[config.mk]
export PLATFORM = sky130hd
export DESIGN_NAME = rone_exec
export DESIGN_NICKNAME = d
export VERILOG_FILES = /design/src/verilog/rone_pkg.sv /design/src/verilog/rone_exec.sv
export SDC_FILE = /design/constraint.sdc
export NUM_CORES = 1
export LEC_CHECK = 0
export ABC_AREA = 0
export ABC_CLOCK_PERIOD_IN_PS = 3150
export BUFFER_PORTS_ARGS = -buffer_cell sky130_fd_sc_hd__clkbuf_2
export CORE_MARGIN = 2
export CORE_UTILIZATION = 40
export DETAILED_ROUTE_END_ITERATION = 16
export PLACE_DENSITY = 0.71
export SYNTH_ARGS = -nofsm -noshare
export SYNTH_HDL_FRONTEND = slang
export SYNTH_SLANG_ARGS = --single-unit
[constraint.sdc]
create_clock -name clock -period 3.15 [get_ports clock]
set_clock_uncertainty 0.05 [all_clocks]
set_input_delay 0.945 -clock clock [delete_from_list [all_inputs] [get_ports clock]]
set_output_delay 0.945 -clock clock [all_outputs]
set_load 0.01 [all_outputs]
[src/verilog/rone_pkg.sv]
// Constants, opcodes and decode helpers for the return/option/nop executor
package rone_pkg;

  localparam int INSN_W = 14;
  localparam int DATA_W = 8;
  localparam int PC_W = 13;
  localparam int FILE_A_W = 7;

  // Opcode patterns and don't-care masks
  localparam logic [13:0] OP_LOAD_OPTION = 14'h0062;
  localparam logic [13:0] OP_RETURN_FROM_INT = 14'h0009;
  localparam logic [13:0] OP_NO_OPERATION = 14'h0000;
  localparam logic [13:0] MASK_NO_OPERATION = 14'h3f9f;
  localparam logic [13:0] OP_RETURN_LITERAL = 14'h3400;
  localparam logic [13:0] MASK_RETURN_LITERAL = 14'h3c00;

  // File-map position of the option register
  localparam logic [6:0] OPTION_FILE_ADDR = 7'h01;

  // Values after reset
  localparam logic [7:0] RST_WORK = 8'h00;
  localparam logic [7:0] RST_OPTION = 8'hff;
  localparam logic [12:0] RST_PC = 13'h0000;
  localparam logic RST_GLOBAL_EN = 1'h0;

  // Execution sequencer states
  typedef enum logic [1:0] {
    ST_ISSUE = 2'h0,
    ST_SECOND = 2'h1
  } rone_state_e;

  // Decoders shared by the execute logic and its checks
  function automatic logic rone_is_load_option(input logic [13:0] insn);
    return insn == OP_LOAD_OPTION;
  endfunction : rone_is_load_option

  function automatic logic rone_is_return_from_int(input logic [13:0] insn);
    return insn == OP_RETURN_FROM_INT;
  endfunction : rone_is_return_from_int

  function automatic logic rone_is_retlit(input logic [13:0] insn);
    return (insn & MASK_RETURN_LITERAL) == OP_RETURN_LITERAL;
  endfunction : rone_is_retlit

  function automatic logic rone_is_no_op(input logic [13:0] insn);
    return (insn & MASK_NO_OPERATION) == OP_NO_OPERATION;
  endfunction : rone_is_no_op

endpackage : rone_pkg

[src/verilog/rone_exec.sv]
// Decode and execute of load-option, no-operation and the two returns
`timescale 1ns/1ps
module rone_exec import rone_pkg::*; (
  // Clock and reset
  input wire logic clock,
  input wire logic reset_n,
  // Instruction from the fetch path
  input wire logic [INSN_W-1:0] insn_word,
  input wire logic insn_valid,
  output logic insn_ready_q,
  // Return stack
  input wire logic [PC_W-1:0] top_of_stack,
  output logic stack_pop_q,
  // File register write port and working register load from the core
  input wire logic file_wr_en,
  input wire logic [FILE_A_W-1:0] file_addr,
  input wire logic [DATA_W-1:0] file_wr_data,
  input wire logic work_wr_en,
  input wire logic [DATA_W-1:0] work_wr_data,
  // Interrupt entry clears the global enable
  input wire logic global_enable_clear,
  // Core state
  output logic [DATA_W-1:0] work_q,
  output logic [DATA_W-1:0] option_q,
  output logic [PC_W-1:0] pc_q,
  output logic global_interrupt_enable_q
);

  rone_state_e state_q;
  logic take;
  logic dec_opt;
  logic dec_rfi;
  logic dec_rlw;
  logic dec_no_op;
  logic dec_ret;
  logic opt_file_hit;

  // Instruction accepted this cycle and its decode
  assign take = insn_valid && insn_ready_q;
  assign dec_opt = take && rone_is_load_option(insn_word);
  assign dec_rfi = take && rone_is_return_from_int(insn_word);
  assign dec_rlw = take && rone_is_retlit(insn_word);
  assign dec_no_op = take && rone_is_no_op(insn_word);

  // Either return pops the stack and stalls one cycle
  assign dec_ret = dec_rfi || dec_rlw;

  // Plain file write aimed at the option register
  assign opt_file_hit = file_wr_en && (file_addr == OPTION_FILE_ADDR);

  // Sequencer: returns hold the pipe for a second cycle
  always_ff @(posedge clock or negedge reset_n) begin
    if (!reset_n) begin
      state_q <= ST_ISSUE;
      insn_ready_q <= 1'h0;
    end else begin
      case (state_q)
        ST_ISSUE: begin
          if (dec_ret) begin
            state_q <= ST_SECOND;
            insn_ready_q <= 1'h0;
          end else begin
            insn_ready_q <= 1'h1;
          end
        end
        ST_SECOND: begin
          state_q <= ST_ISSUE;
          insn_ready_q <= 1'h1;
        end
        default: begin
          state_q <= ST_ISSUE;
          insn_ready_q <= 1'h0;
        end
      endcase
    end
  end

  // Program counter: pop on returns, step on every other accepted instruction
  always_ff @(posedge clock or negedge reset_n) begin
    if (!reset_n) begin
      pc_q <= RST_PC;
      stack_pop_q <= 1'h0;
    end else begin
      stack_pop_q <= dec_ret;
      if (dec_ret) begin
        pc_q <= top_of_stack;
      end else if (take) begin
        pc_q <= pc_q + 13'h0001;
      end
    end
  end

  // Working register: literal from return, else core load only in a cycle with no instruction accepted
  always_ff @(posedge clock or negedge reset_n) begin
    if (!reset_n) begin
      work_q <= RST_WORK;
    end else if (dec_rlw) begin
      work_q <= insn_word[7:0];
    end else if (work_wr_en && !take) begin
      work_q <= work_wr_data;
    end
  end

  // Option register: load-option opcode or plain file write
  always_ff @(posedge clock or negedge reset_n) begin
    if (!reset_n) begin
      option_q <= RST_OPTION;
    end else if (dec_opt) begin
      option_q <= work_q;
    end else if (opt_file_hit) begin
      option_q <= file_wr_data;
    end
  end

  // Global enable: return from interrupt sets it and wins over interrupt entry
  always_ff @(posedge clock or negedge reset_n) begin
    if (!reset_n) begin
      global_interrupt_enable_q <= RST_GLOBAL_EN;
    end else if (dec_rfi) begin
      global_interrupt_enable_q <= 1'h1;
    end else if (global_enable_clear) begin
      global_interrupt_enable_q <= 1'h0;
    end
  end

  // Checks on the executed behaviour
  load_option_a: assert property (
    @(posedge clock) disable iff (!reset_n)
    dec_opt |=> option_q == $past(work_q) && insn_ready_q)
    else $error("option not loaded from working register");

  option_file_a: assert property (
    @(posedge clock) disable iff (!reset_n)
    (opt_file_hit && !dec_opt) |=> option_q == $past(file_wr_data))
    else $error("option file write lost");

  rfi_pop_a: assert property (
    @(posedge clock) disable iff (!reset_n)
    dec_rfi |=> pc_q == $past(top_of_stack) && stack_pop_q
    && !insn_ready_q ##1 insn_ready_q && !stack_pop_q)
    else $error("return from interrupt sequence wrong");

  rfi_global_en_a: assert property (
    @(posedge clock) disable iff (!reset_n)
    dec_rfi |=> global_interrupt_enable_q)
    else $error("global enable not set on return");

  rlw_work_a: assert property (
    @(posedge clock) disable iff (!reset_n)
    dec_rlw |=> work_q == $past(insn_word[7:0]))
    else $error("literal not loaded into working register");

  rlw_pop_a: assert property (
    @(posedge clock) disable iff (!reset_n)
    dec_rlw |=> pc_q == $past(top_of_stack) && !insn_ready_q
    ##1 insn_ready_q && $stable(pc_q))
    else $error("return with literal sequence wrong");

  no_op_pc_a: assert property (
    @(posedge clock) disable iff (!reset_n)
    (dec_no_op && !file_wr_en && !global_enable_clear)
    |=> pc_q == $past(pc_q) + 13'h0001 && $stable(work_q)
    && $stable(option_q) && $stable(global_interrupt_enable_q)
    && insn_ready_q && !stack_pop_q)
    else $error("no-operation changed state");

  // Guards on the stall, the holds and the enable priority
  pop_pulse_a: assert property (
    @(posedge clock) disable iff (!reset_n)
    stack_pop_q |=> !stack_pop_q)
    else $error("stack pop longer than one cycle");

  second_stall_a: assert property (
    @(posedge clock) disable iff (!reset_n)
    (state_q == ST_SECOND) |-> !insn_ready_q && stack_pop_q)
    else $error("second return cycle not stalled");

  stall_release_a: assert property (
    @(posedge clock) disable iff (!reset_n)
    (state_q == ST_SECOND) |=> insn_ready_q && state_q == ST_ISSUE)
    else $error("stall not released after second cycle");

  rfi_regs_kept_a: assert property (
    @(posedge clock) disable iff (!reset_n)
    (dec_rfi && !opt_file_hit) |=> $stable(work_q) && $stable(option_q))
    else $error("return from interrupt changed a register");

  rlw_enable_kept_a: assert property (
    @(posedge clock) disable iff (!reset_n)
    (dec_rlw && !global_enable_clear && !opt_file_hit)
    |=> $stable(global_interrupt_enable_q) && $stable(option_q))
    else $error("return with literal changed enable or option");

  pc_step_a: assert property (
    @(posedge clock) disable iff (!reset_n)
    (take && !dec_ret) |=> pc_q == $past(pc_q) + 13'h0001 && !stack_pop_q)
    else $error("program counter did not step by one");

  pc_hold_a: assert property (
    @(posedge clock) disable iff (!reset_n)
    !take |=> $stable(pc_q))
    else $error("program counter moved with no instruction");

  option_hold_a: assert property (
    @(posedge clock) disable iff (!reset_n)
    (!dec_opt && !opt_file_hit) |=> $stable(option_q))
    else $error("option register changed with no load");

  work_hold_a: assert property (
    @(posedge clock) disable iff (!reset_n)
    (!dec_rlw && !(work_wr_en && !take)) |=> $stable(work_q))
    else $error("working register changed with no load");

  enable_clear_a: assert property (
    @(posedge clock) disable iff (!reset_n)
    (global_enable_clear && !dec_rfi) |=> !global_interrupt_enable_q)
    else $error("global enable not cleared on interrupt entry");

  enable_hold_a: assert property (
    @(posedge clock) disable iff (!reset_n)
    (!dec_rfi && !global_enable_clear)
    |=> $stable(global_interrupt_enable_q))
    else $error("global enable changed with no cause");

endmodule : rone_exec

# Word-level counts from Yosys, hierarchy flattened
# Index checks and enable logic that the tools add are counted.
# totals
reg_bits,34
wordCells,39
# op_classes
n_eq_ne,6
add_sub_neg,1
n_reduce_logical,13
mux,12
# ops
operator,count
$mux 8,4
$mux 13,2
$eq 14x4->1 const B,1
$eq 14x7->1 const B,1
$add 13x1->13 const B,1
$reduce_bool 2->1,4
$eq 7x1->1 const B,1
$logic_and 1x1->1,6
$eq 4x4->1 const B,1
$mux 2,2
$mux 1,3
$eq 2x1->1 const B,1
$logic_not 2->1,1
$ne 2x2->1 const B,1
$pmux 1 s2,1
$logic_not 1->1,1
$logic_or 1x1->1,1

# Depth between registers and ports, before layout
# depth
word_depth,5
ltp_mapped,7
ltp_nobuf,6

# Worst setup path after synthesis
# Ideal clock, no wire load.
# synth_timing
path_kind,input -> register
start,in insn_word[8]
end,reg option_q[0]
arrival_ns,2.315
stages,6
setup_ns,0.080
setup_slack_ns,0.705
cell_sequence,or4_1 or4_1 buf_2 buf_6 nor2_2 a21oi_2
# synth_between
elab_chain_len,3
word_cells_on_any_way,4
# synth_rtl
item,line_no,source
"start, declared",rone_exec.sv:8,"input wire logic [INSN_W-1:0] insn_word,"
$eq 14x7->1 *,rone_pkg.sv:34,return insn == OP_LOAD_OPTION;
$logic_and 1x1->1 *,rone_exec.sv:40,assign dec_opt = take && rone_is_load_option(insn_word);
$mux 8 or $reduce_bool 2->1 (tied branches),-,
"end signal, assigned",rone_exec.sv:109,option_q <= work_q;
"end signal, assigned",rone_exec.sv:111,option_q <= file_wr_data;
"end, declared",rone_exec.sv:24,"output logic [DATA_W-1:0] option_q,"
# Every way passes the cells marked *; elsewhere a longest branch is shown, timed or not.
# A chain may end at the register's enable or synchronous reset.

# Worst setup path in the final report
# layout_timing
start,in insn_word[8]
end,reg option_q[5]
# Same word-level chain as after synthesis.

==> report_table.html <==
<table>
<tr><th>Metric</th><th>Value</th></tr>
<tr><th colspan="2">Run status</th></tr>
<tr><td>Run status</td><td>complete, no violations</td></tr>
<tr><th colspan="2">Hold path</th></tr>
<tr><td>HP Start</td><td>state_q[0]</td></tr>
<tr><td>Tightest Hold Check Type</td><td>flop to flop</td></tr>
<tr><td>Endpoint of the worst hold-timing path</td><td>state_q[0]</td></tr>
<tr><td>Hold Path Stages</td><td>1</td></tr>
<tr><th colspan="2">Pwr</th></tr>
<tr><td>Internal Pwr Total</td><td>between 0.9 and 1 mW</td></tr>
<tr><td>Net switching share of the total power</td><td>about a third</td></tr>
<tr><td>Clock network fraction of design power</td><td>a little under a third</td></tr>
<tr><td>Leak pwr</td><td>1.25 nW</td></tr>
<tr><td>Cell area power density</td><td>555 mW/mm^2</td></tr>
<tr><td>Sequential Power Share</td><td>44.9%</td></tr>
<tr><td>Total net switching power</td><td>0.425 mW</td></tr>
<tr><td>Combinational share of power</td><td>~24%</td></tr>
<tr><td>Max VDD drop</td><td>roughly 0.29 mV</td></tr>
<tr><th colspan="2">Clock tree</th></tr>
<tr><td>Latest clock arrival within the worst-skew pair</td><td>280 ps</td></tr>
<tr><td>Clock transition at the registers of the reported paths</td><td>70 ps</td></tr>
<tr><td>CTS tree</td><td>yes</td></tr>
<tr><td>Count of hold-fix buffers inserted at cts</td><td>0</td></tr>
<tr><td>Cts bufs inserted</td><td>5</td></tr>
<tr><td>Level count of the clock H-tree</td><td>2</td></tr>
<tr><td>Post-CTS setup buffer count</td><td>0</td></tr>
<tr><td>Clk sinks</td><td>33</td></tr>
<tr><td>Count of cells resized by post-cts repair</td><td>0</td></tr>
<tr><td>Number of buffers on the longest clock path</td><td>2</td></tr>
<tr><td>Clk root buf</td><td>clkbuf_8</td></tr>
<tr><th colspan="2">Logic synthesis</th></tr>
<tr><td>Yosys top cell area share</td><td>34.4%</td></tr>
<tr><td>Sequential share of the synthesized area</td><td>45.9%</td></tr>
<tr><td>Top flip-flop cell by instance count after synthesis</td><td>dfrtp_1</td></tr>
<tr><td>Instance count of the mapped netlist</td><td>193</td></tr>
<tr><td>Seq cells post-synth</td><td>33</td></tr>
<tr><td>Average footprint of a synthesized cell</td><td>9.43 um^2</td></tr>
<tr><td>Syn nets</td><td>250</td></tr>
<tr><td>Distinct cell type count of the synthesized netlist</td><td>39</td></tr>
<tr><td>Cell accounting for the most synthesized area</td><td>dfrtp_1</td></tr>
<tr><td>Leading post-synthesis cells by cell area</td><td>dfrtp_1 34%, dfstp_2 12%, mux2i_1 6.6%</td></tr>
<tr><td>Syn Std Cell Area</td><td>0.00182 mm^2</td></tr>
<tr><td>Warnings, synthesis</td><td>0</td></tr>
<tr><td>Number of enable flip-flop cells after synthesis</td><td>0</td></tr>
<tr><td>Async SR Flop Fraction</td><td>100%</td></tr>
<tr><th colspan="2">Timing</th></tr>
<tr><td>Max-slew violation count</td><td>0</td></tr>
<tr><td>Peak Freq</td><td>400 MHz</td></tr>
<tr><td>Crit path setup slack, layout</td><td>650 ps</td></tr>
<tr><td>Minimum clock period</td><td>around 2500 ps</td></tr>
<tr><td>Number of failing setup endpoints in the final timing report</td><td>0</td></tr>
<tr><td>Worst Max-Slew Pin Slew</td><td>819 ps</td></tr>
<tr><td>Total negative slack for setup checks</td><td>0 ps</td></tr>
<tr><td>Setup repair after global routing missed its margin</td><td>false</td></tr>
<tr><td>Final hold viol count</td><td>0</td></tr>
<tr><td>Headroom to the max-slew limit</td><td>between 40% and 50%</td></tr>
<tr><td>Share of the clock period used by the worst path</td><td>between 70 and 80%</td></tr>
<tr><th colspan="2">Finish</th></tr>
<tr><td># diodes</td><td>0</td></tr>
<tr><td>Area Overhead vs Synth</td><td>32.4%</td></tr>
<tr><td>Number of nets in the layout</td><td>339</td></tr>
<tr><td>Share of the core filled with cells</td><td>55.0%</td></tr>
<tr><td>Layout cell share with drive strength beyond 1</td><td>42.8%</td></tr>
<tr><td>Number of non-filler instances in the completed layout</td><td>335</td></tr>
<tr><th colspan="2">Critical path</th></tr>
<tr><td>Most used cell, CP</td><td>or4_1</td></tr>
<tr><td>Flop2flop setup slack</td><td>1200 ps</td></tr>
<tr><td>Kind of critical path</td><td>input port to flop</td></tr>
<tr><td>CP delay by family, top</td><td>simple AND/OR/NAND/NOR gates</td></tr>
<tr><td>Chain of cells forming the critical path</td><td>clkbuf_2 &gt; or4_1 &gt; or4_1 &gt; nor2_1 &gt; a21oi_2</td></tr>
<tr><td>Largest incremental delay on the critical path</td><td>820 ps</td></tr>
<tr><td>Cell with the biggest individual delay on the critical path</td><td>or4_1</td></tr>
<tr><td>Critical path required time</td><td>about 3300 ps</td></tr>
<tr><td>Worst-path maximum fanout</td><td>16</td></tr>
<tr><td>Critical Path Start Type</td><td>input port</td></tr>
<tr><td>FF-to-FF Start</td><td>pc_q[0]</td></tr>
<tr><td>Worst Setup End Kind</td><td>flop</td></tr>
<tr><td>Buffers &amp; Inverters on Critical Path</td><td>1</td></tr>
<tr><td>Worst reg-to-reg path cell count</td><td>6</td></tr>
<tr><td>Arrival time of the worst setup path</td><td>2640 ps</td></tr>
<tr><td>Crit Reg-Reg Endpoint</td><td>pc_q[12]</td></tr>
<tr><th colspan="2">Place</th></tr>
<tr><td>Half-perimeter wire length of the detailed placement result</td><td>3.53 mm</td></tr>
<tr><td>GPL Wtd Cong</td><td>between 0.8 and 0.9</td></tr>
<tr><td>Placed cell count</td><td>327</td></tr>
<tr><td>Buffers added on ports</td><td>87</td></tr>
<tr><td>Post-Place Setup Slack</td><td>between 300 and 400 ps</td></tr>
<tr><th colspan="2">GRT</th></tr>
<tr><td>Total global routing overflow</td><td>0</td></tr>
<tr><td>Largest net degree at the start of global routing</td><td>34</td></tr>
<tr><td>Number of antenna violations at the first check in global routing</td><td>0</td></tr>
<tr><td>Combined global-route utilization of all metal layers</td><td>19.5%</td></tr>
<tr><td>Via count of the first global-routing pass</td><td>1727</td></tr>
<tr><td>Wire length of the first global-routing pass</td><td>just under 8 mm</td></tr>
<tr><th colspan="2">Drt</th></tr>
<tr><td>Iteration-0 DRC Markers</td><td>181</td></tr>
<tr><td>Iteration count of the initial detailed-routing pass</td><td>5</td></tr>
<tr><td>Routed Antenna Nets</td><td>0</td></tr>
<tr><td>Final routed wire length divided by cell count</td><td>approximately 14 um</td></tr>
<tr><td>Detailed-route DRC error count</td><td>0</td></tr>
<tr><td>Via-to-Cell Ratio</td><td>5.40</td></tr>
<tr><td>Total wire length</td><td>4.77 mm</td></tr>
<tr><td>Via count</td><td>around 1800</td></tr>
<tr><th colspan="2">Floorplan</th></tr>
<tr><td>Die outline height</td><td>71.5 um</td></tr>
<tr><td>Die outline area</td><td>0.00511 mm^2</td></tr>
<tr><td>Number of cell rows</td><td>24</td></tr>
<tr><td>Total core area</td><td>0.00438 mm^2</td></tr>
<tr><td>Horizontal extent of the die</td><td>71.5 um</td></tr>
<tr><td>Starting Density</td><td>41.5%</td></tr>
<tr><td>Top-Level Pins</td><td>between 80 and 90</td></tr>
<tr><th colspan="2">Flow run</th></tr>
<tr><td>Number of max-capacitance violations reported</td><td>0</td></tr>
</table>
## state kept, by name, summed over array words and instances (netlist names)
| register | flops |
|---|---|
| stack_pop_q | 1 |
| global_interrupt_enable_q | 1 |
| pc_q | 13 |
| option_q | 8 |
| insn_ready_q | 1 |
| state_q | 1 |
| work_q | 8 |
## power groups by stage
stage                     clock, mW  sequential [mW]  combinational [mW]
after CTS                     0.423            0.601               0.329
final                         0.411            0.602               0.326
after detailed placement          0            0.608               0.326
after global placement            0            0.605               0.321
after global routing          0.442            0.615               0.369
after floorplan                   0            0.625               0.142
## metrics by stage
stage | area, um^2 | hold slack (ps) | power (mW)
finish | 2410 | 373 | 1.34
global route | 2410 | 388 | 1.43
CTS | 2410 | 375 | 1.35
detailed placement | 2290 | 367 | 0.934
global placement | 2290 | 364 | 0.926
floorplan | 1820 | 349 | 0.767
## cell families (layout without fill, tap and decap cells)
| logic type | after synthesis | count (layout) | share of synthesized area (%) |
|---|---|---|---|
| simple gates | 88 | 88 | 25.8 |
| compound gates | 44 | 44 | 16.6 |
| flops | 33 | 33 | 45.9 |
| buf+inv | 15 | 105 | 4.47 |
| mux | 12 | 12 | 6.60 |
| fa+ha+maj | 1 | 1 | 0.687 |
## area by class of cell
type	count	area, um^2
fill	402	1970
clock buffer	7	86.3
tap	52	65.1
clock inverter	1	30.0
sequential	33	836
inverter	6	23.8
timing repair buffer	91	465
multi-input combinational	145	903
## Yosys cell counts, types with 4 or more instances
master / instances
nand2_1: 28
dfrtp_1: 25
nand3_1: 15
mux2i_1: 12
nor2_1: 12
a21oi_1: 11
a22oi_1: 9
a21oi_2: 8
dfstp_2: 8
nand4_1: 7
clkbuf_1: 4
inv_1: 4
nor4_1: 4
o21ai_1: 4
## metal layers
layer,vias to the layer above,track usage [%],part of all wire (%)
met2,97,31.6,46
li1,885,-,-
met1,824,25.5,44
met3,4,5.20,9.6
met5,-,0,0
met4,0,6.29,0.92
## worst max-delay path by stage
stage | startpoint | cells past startpoint | end
global route | insn_word[8] | 5 | option_q[7]
floorplan | insn_word[8] | 6 | option_q[0]
CTS | insn_word[8] | 5 | option_q[5]
global placement | insn_word[8] | 5 | option_q[5]
detailed placement | insn_word[8] | 5 | option_q[7]
finish | insn_word[8] | 5 | option_q[5]
## cell usage in the layout, fill, tap and decap left out, drive strengths merged, types with 8 or more instances in the layout
cell type  instances
a21oi             19
a22oi              9
clkbuf            94
dfrtp             25
dfstp              8
mux2i             12
nand2             28
nand3             15
nand4              8
nor2              14
(Power assumes the default switching activity.)
